<file path="config.mk">
export PLATFORM = sky130hd
export DESIGN_NAME = pie_bank1
export DESIGN_NICKNAME = d
export VERILOG_FILES = /design/src/design/pie_pkg.sv /design/src/design/pie_bank1.sv
export SDC_FILE = /design/constraint.sdc
export NUM_CORES = 1
export LEC_CHECK = 0
export BUFFER_PORTS_ARGS = -buffer_cell sky130_fd_sc_hd__buf_4
export CAP_MARGIN = 0
export CORE_ASPECT_RATIO = 1.5
export CORE_MARGIN = 4
export CORE_UTILIZATION = 47
export DETAILED_ROUTE_END_ITERATION = 8
export PLACE_DENSITY = 0.8
export SLEW_MARGIN = 10
export SYNTH_ARGS = -nofsm -noshare
export SYNTH_HDL_FRONTEND = slang
export SYNTH_SLANG_ARGS = --single-unit
export TNS_END_PERCENT = 30
</file>
<file path="constraint.sdc">
create_clock -name clk_i -period 1.26 [get_ports clk_i]
set_input_delay 0.063 -clock clk_i [delete_from_list [all_inputs] [get_ports clk_i]]
set_output_delay 0.063 -clock clk_i [all_outputs]
set_load 0.005 [all_outputs]
</file>
<file path="src/design/pie_pkg.sv">
// Register map, field positions and reset values for the peripheral interrupt enable bank
package pie_pkg;
  // Register byte addresses (32-bit aligned words)
  localparam logic [3:0] ADDR_ENABLE_1 = 4'h0;  // peripheral_irq_enable_1
  localparam logic [3:0] ADDR_FLAG_1   = 4'h4;  // Request flags, write one to clear
  localparam logic [3:0] ADDR_CTRL     = 4'h8;  // Global gate and priority mode
  localparam logic [3:0] ADDR_IRQ_STAT = 4'hC;  // Sticky event status, write one to clear
  localparam logic [3:0] ADDR_IRQ_MASK = 4'h0;  // Unused alias guard
  localparam logic [4:0] ADDR_MASK     = 5'h10; // Event interrupt mask

  // Bit positions shared by enables and flags
  localparam int BIT_TIMER1_OVF   = 0;
  localparam int BIT_TIMER2_MATCH = 1;
  localparam int BIT_CAPCOMP      = 2;
  localparam int BIT_SERIAL_TX    = 4;
  localparam int BIT_SERIAL_RX    = 5;
  localparam int BIT_CONV_DONE    = 6;

  // Implemented bits; 7 and 3 read zero
  localparam logic [7:0] IMPL_MASK    = 8'h77;
  // Flags that software may clear; serial flags follow the serial port
  localparam logic [7:0] SW_CLR_MASK  = 8'h47;
  localparam logic [7:0] ENABLE_RESET = 8'h00;
  localparam logic [7:0] FLAG_RESET   = 8'h00;

  // Control register fields
  localparam int CTRL_GATE_BIT = 0;
  localparam int CTRL_PRIO_BIT = 1;
  localparam logic [1:0] CTRL_RESET = 2'h0;
  localparam logic [31:0] ZERO_WORD = 32'h0000_0000;
endpackage : pie_pkg

</file>
<file path="src/design/pie_bank1.sv">
// Peripheral interrupt enable bank 1 with Wishbone register access
//
// Operation
// - Priority off: pass only with global gate
// - Bit 6 enables converter-done interrupt
// - Bit 5 enables serial receive interrupt
// - Bit 4 enables serial transmit interrupt
// - Bit 2 enables capture/compare interrupt
// - Bit 1 enables timer-two match interrupt
// - Bit 0 enables timer-one overflow interrupt
// - Bits 7,3 read zero; reset clears enables
// - Flags set regardless of any enable
// - Enable bits pair with same-position flags
`timescale 1ns/1ps
module pie_bank1 (
  input  wire logic        clk_i,          // System clock, 25 MHz
  input  wire logic        reset_i,        // Synchronous reset, active high
  input  wire logic        wb_cyc_i,       // Wishbone cycle
  input  wire logic        wb_stb_i,       // Wishbone strobe
  input  wire logic        wb_we_i,        // Wishbone write enable
  input  wire logic [4:0]  wb_adr_i,       // Wishbone byte address
  input  wire logic [3:0]  wb_sel_i,       // Wishbone byte selects
  input  wire logic [31:0] wb_dat_i,       // Wishbone write data
  output logic      [31:0] wb_dat_o,       // Wishbone read data
  output logic             wb_ack_o,       // Wishbone acknowledge
  input  wire logic [7:0]  src_event_i,    // Peripheral condition pulses, flag layout
  input  wire logic        rx_full_i,      // Serial receive buffer full level
  input  wire logic        tx_empty_i,     // Serial transmit buffer empty level
  output logic      [7:0]  periph_req_o,   // Per-source gated requests
  output logic             periph_irq_o,   // Combined request to the core
  output logic             irq_o           // Event interrupt, level
);

  // Register state
  logic [7:0]  enable_r, enable_nxt;
  logic [7:0]  flag_r, flag_nxt;
  logic [1:0]  ctrl_r, ctrl_nxt;
  logic [7:0]  stat_r, stat_nxt;
  logic [7:0]  mask_r, mask_nxt;
  logic [31:0] rdat_r, rdat_nxt;
  logic        ack_r, ack_nxt;
  logic [7:0]  req_r, req_nxt;
  logic        preq_r, preq_nxt;
  logic        irq_r, irq_nxt;

  logic        wr_fire;
  logic        rd_fire;
  logic [7:0]  wr_byte;
  logic [7:0]  cond;

  // Low byte write data; only lane 0 carries these 8-bit registers
  assign wr_byte = wb_sel_i[0] ? wb_dat_i[7:0] : 8'h00;
  // Single-cycle answer; ack high blocks taking a held request twice
  assign wr_fire = wb_cyc_i && wb_stb_i && !ack_r && wb_we_i;
  assign rd_fire = wb_cyc_i && wb_stb_i && !ack_r && !wb_we_i;

  // Raw conditions: pulses plus serial buffer levels
  always_comb
  begin
    cond = src_event_i & pie_pkg::IMPL_MASK;
    cond[pie_pkg::BIT_SERIAL_RX] = rx_full_i;
    cond[pie_pkg::BIT_SERIAL_TX] = tx_empty_i;
  end

  // Decodes a byte address match
  function automatic logic hit(input logic [4:0] adr, input logic [4:0] want);
    hit = (adr == want);
  endfunction

  // Next register values
  always_comb
  begin
    enable_nxt = enable_r;
    flag_nxt   = flag_r;
    ctrl_nxt   = ctrl_r;
    stat_nxt   = stat_r;
    mask_nxt   = mask_r;
    if (wr_fire && wb_sel_i[0])
    begin
      if (hit(wb_adr_i, {1'b0, pie_pkg::ADDR_ENABLE_1}))
        enable_nxt = wr_byte & pie_pkg::IMPL_MASK;
      if (hit(wb_adr_i, {1'b0, pie_pkg::ADDR_FLAG_1}))
        flag_nxt = flag_r & ~(wr_byte & pie_pkg::SW_CLR_MASK);
      if (hit(wb_adr_i, {1'b0, pie_pkg::ADDR_CTRL}))
        ctrl_nxt = wr_byte[1:0];
      if (hit(wb_adr_i, {1'b0, pie_pkg::ADDR_IRQ_STAT}))
        stat_nxt = stat_r & ~wr_byte;
      if (hit(wb_adr_i, pie_pkg::ADDR_MASK))
        mask_nxt = wr_byte & pie_pkg::IMPL_MASK;
    end
    // Set wins over a same-cycle clear; no enable is consulted here
    flag_nxt = flag_nxt | (cond & pie_pkg::SW_CLR_MASK);
    // Serial flags mirror their buffer state
    flag_nxt[pie_pkg::BIT_SERIAL_RX] = rx_full_i;
    flag_nxt[pie_pkg::BIT_SERIAL_TX] = tx_empty_i;
    stat_nxt = stat_nxt | (cond & ~flag_r & pie_pkg::IMPL_MASK);
  end

  // Gating toward the core
  always_comb
  begin
    // Same position pairing of flag and enable
    req_nxt = flag_r & enable_r & pie_pkg::IMPL_MASK;
    // Without priority mode the global gate must be on
    if (!ctrl_r[pie_pkg::CTRL_PRIO_BIT] && !ctrl_r[pie_pkg::CTRL_GATE_BIT])
      req_nxt = 8'h00;
    preq_nxt = |req_nxt;
    irq_nxt  = |(stat_r & mask_r);
  end

  // Bus answer and read mux
  always_comb
  begin
    ack_nxt  = rd_fire || wr_fire;
    rdat_nxt = pie_pkg::ZERO_WORD;
    if (rd_fire)
    begin
      unique case (wb_adr_i)
        {1'b0, pie_pkg::ADDR_ENABLE_1}: rdat_nxt[7:0] = enable_r & pie_pkg::IMPL_MASK;
        {1'b0, pie_pkg::ADDR_FLAG_1}:   rdat_nxt[7:0] = flag_r;
        {1'b0, pie_pkg::ADDR_CTRL}:     rdat_nxt[1:0] = ctrl_r;
        {1'b0, pie_pkg::ADDR_IRQ_STAT}: rdat_nxt[7:0] = stat_r;
        pie_pkg::ADDR_MASK:             rdat_nxt[7:0] = mask_r;
        default:                        rdat_nxt = pie_pkg::ZERO_WORD;
      endcase
    end
  end

  // Registers; reset clears every enable
  always_ff @(posedge clk_i)
  begin
    if (reset_i)
    begin
      enable_r <= pie_pkg::ENABLE_RESET;
      flag_r   <= pie_pkg::FLAG_RESET;
      ctrl_r   <= pie_pkg::CTRL_RESET;
      stat_r   <= pie_pkg::FLAG_RESET;
      mask_r   <= pie_pkg::FLAG_RESET;
      rdat_r   <= pie_pkg::ZERO_WORD;
      ack_r    <= 1'b0;
      req_r    <= pie_pkg::FLAG_RESET;
      preq_r   <= 1'b0;
      irq_r    <= 1'b0;
    end
    else
    begin
      enable_r <= enable_nxt;
      flag_r   <= flag_nxt;
      ctrl_r   <= ctrl_nxt;
      stat_r   <= stat_nxt;
      mask_r   <= mask_nxt;
      rdat_r   <= rdat_nxt;
      ack_r    <= ack_nxt;
      req_r    <= req_nxt;
      preq_r   <= preq_nxt;
      irq_r    <= irq_nxt;
    end
  end

  assign wb_dat_o     = rdat_r;
  assign wb_ack_o     = ack_r;
  assign periph_req_o = req_r;
  assign periph_irq_o = preq_r;
  assign irq_o        = irq_r;

endmodule // pie_bank1

</file>
==> reports/results.tsv <==
stage	metric	value	unit
synthesis	syn_inst	236	
setup_path	rr_worst_depth	3	
route	viasPerCell	5.261	
setup_path	cp_data_arrival_time	1.42	ns
timing	timing.final.crit_share	94.33	%
setup_path	rr_startpoint	wb_ack_o	
finish	n_antenna_cell	0	
min_path	min_from	src_event_i[6]	
synthesis	ys_warn_count	0	
synthesis	synth_top_family_by_area	simple AND/OR/NAND/NOR gates	
floorplan	core_area	4504	sq um
timing	hold_violations	0	
floorplan	die_area	5837	sq um
finish	final_cell_mix	51 x buf_4, 44 x dfxtp_1, 26 x conb_1	
timing	fin_skew	0.007696	ns
finish	stdcell_area	2643	sq um
power	p_total	2.670	mW
cts	worstSkewPairLatency	0.30	ns
setup_path	cp_slowest_cell	and4bb_1	
global_route	gr-usage-all-layers	16.86	%
flow_run	cap_violations	0	
timing	rsz0062_at_grt	no	
power	seqPwrFrac	55.4	%
route	initialDrtViolationCount	35	
route	wl	4.604	mm
power	p_clk_share	33.2	%
timing	hold_ws	0.05665	ns
synthesis	synth_edf_count	0	
setup_path	cpPeakStageDelay	0.36	ns
power	ir_drop	0.0004745	V
power	p_sw_share	25.40	%
setup_path	worst_setup_path_end_kind	register	
timing	period_minus_slack	1.189	ns
cts	clk_path_buf_depth	2	
timing	fin_setup_tns	0	ns
status	status	complete, no violations	
placed_design	gp_congestion	0.8183	
global_route	grt_pass1_vias	1729	
synthesis	yosysSeqAreaShare	41.14	%
setup_path	start_kind	register	
synthesis	synth_fa_ha_area_share	0	%
placed_design	io_buffers	41	
timing	drv_slew	0	
floorplan	die_h	91.60	um
synthesis	synth-xor-area-share	0	%
route	remaining_drc_errors	0	
synthesis	synth_simple_gate_area_share	26.80	%
timing	setup_viol	0	
cts	post_cts_buffers	0	
synthesis	syn-cell-area	2190	sq um
placed_design	dp.cells	325	
cts	cts_root_buf	clkbuf_8	
cts	h-tree-depth	2	
setup_path	crit_family	simple AND/OR/NAND/NOR gates	
floorplan	ioPinCount	99	
setup_path	worstReg2RegEnd	ctrl_r[1]	
placed_design	dp_hpwl	3.634	mm
finish	drive_gt1_share	28.03	%
setup_path	cp.buffers_inverters	0	
min_path	hold_class	input port to register	
route	ant_nets	0	
route	wire_per_inst	13.66	um
global_route	gr-total-overflow	0	
synthesis	async_flop_share	0	%
power	power_per_cell_area	1010	nW/um^2
finish	num-fill-cells	376	
power	comb_power_share	11.4	%
placed_design	dpl_cell_area	2506	sq um
global_route	grt_pass1_wl	7.797	mm
cts	clock-sinks	45	
cts	cts.clk_slew.worst_paths	0.09	ns
power	p_int	1.992	mW
floorplan	rows	30	
global_route	grt_max_degree	38	
setup_path	critical_path_required	1.49	ns
synthesis	synth_cell_type_count	39	
min_path	hold_end	flag_r[6]	
global_route	antenna_found_initial	0	
setup_path	ff2ff_setup_slack	0.07	ns
finish	final_net_count	344	
synthesis	ys.flop_type	dfxtp_1	
floorplan	initial_core_util	48.61	%
route	vias	1773	
synthesis	synth.mux.area_fraction	9.486	%
synthesis	synth_seq_cells	45	
finish	area_growth_syn_to_layout	20.69	%
floorplan	die_x	63.73	um
cts	cts_made_buffers	5	
setup_path	path_cells	nand3b_1, and4bb_1, mux2i_1	
setup_path	cp_max_fo	4	
min_path	min_path_cells	3	
route	dr.pass1.iters	4	
synthesis	avgSynthCellArea	9.278	sq um
power	switchingPower	0.6781	mW
timing	clock.fmax	841.3	MHz
cts	cts_tree	done	
setup_path	path_class	register to register	
power	p_leak	1.137	nW
finish	final_common_cell	buf_4	
finish	fin_cells	337	
synthesis	synth_compound_area_share	10.74	%
## per-stage QoR
stage,setup WS (ns),util (%)
2_1_floorplan,0.08504,-
6_report,0.07141,58.67
3_5_place_dp,0.08716,55.64
4_1_cts,0.06108,58.53
5_1_grt,0.01556,58.67
3_3_place_gp,0.1019,55.64
## kinds of logic after synthesis
| family | after synthesis |
|---|---|
| compound gates | 35 |
| buf+inv | 40 |
| flops | 45 |
| mux | 20 |
| other cells | 1 |
| simple gates | 95 |
## power groups by stage
stage	sequential, mW	clock [mW]	combinational [mW]
after floorplan	1.50	0	0.224
after global placement	1.51	0	0.282
after detailed placement	1.51	0	0.289
after CTS	1.48	0.909	0.299
after global routing	1.48	0.976	0.337
final	1.48	0.886	0.304
## cell type report
| class | count | area, sq um | share of cell area (%) |
|---|---|---|---|
| tap | 48 | 60.06 | 2.273 |
| clock inverter | 3 | 21.27 | 0.8049 |
| multi-input combinational | 176 | 1132 | 42.85 |
| clock buffer | 5 | 68.82 | 2.604 |
| sequential | 45 | 902.1 | 34.14 |
| timing repair buffer | 56 | 442.9 | 16.76 |
| inverter | 4 | 15.01 | 0.5682 |
## routing by layer
metal / GRT usage, % / part of all wire [%] / up-vias
li1: - / - / 877
met1: 18.91 / 38 / 818
met2: 29.38 / 53 / 64
met3: 3.589 / 6.3 / 14
met4: 8.649 / 3.0 / 0
met5: 0 / 0 / -
## state kept, by name, indices dropped and copies added (netlist names)
signal	count
enable_r	6
flag_r	6
ctrl_r	2
periph_req_o	6
mask_r	6
periph_irq_o	1
irq_o	1
wb_dat_o	8
stat_r	8
wb_ack_o	1
## Yosys cell counts, types with 2 or more instances
cell      instances  share of area [%]
mux2_2            6                3.1
and2_1            2               0.57
a31oi_1           7                2.0
nor2_1           19                3.3
or2_2             6                1.7
a311oi_1          4                1.6
a21oi_1          10                2.3
a32oi_1           2               0.80
inv_1             4               0.69
nand2b_1         17                4.9
a211oi_1          6                2.1
buf_2             5                1.1
nand4_4           2                1.9
mux2i_1          14                6.4
dfxtp_1          45                 41
clkbuf_1          4               0.69
nand3_1          11                2.5
nor3_1            2               0.46
nor2b_1           4                1.1
buf_4            26                8.9
a22oi_1           3                1.0
nand2_1          17                2.9
nand4b_1          2               0.80
and4_1            3                1.2
## how the worst max path moves through the flow
stage / depth (start not counted) / from / end / slack (ns)
after global placement: 4 / wb_ack_o / mask_r[2] / 0.10
after detailed placement: 4 / wb_ack_o / stat_r[1] / 0.09
final: 3 / wb_ack_o / ctrl_r[1] / 0.07
after floorplan: 4 / wb_ack_o / stat_r[0] / 0.09
after global routing: 3 / wb_ack_o / ctrl_r[0] / 0.02
after CTS: 4 / wb_ack_o / stat_r[1] / 0.06
## tightest hold or removal path: stages
cell      delay [ns]
buf_4           0.12
nor2_1          0.08
a311oi_1        0.05
## repair_timing
item,CTS,global route
endpoints found under the hold margin,4,0
setup endpoints to repair,0,2
hold buffers,4,0
gates resized for setup,0,2
(Power assumes the default switching activity.)
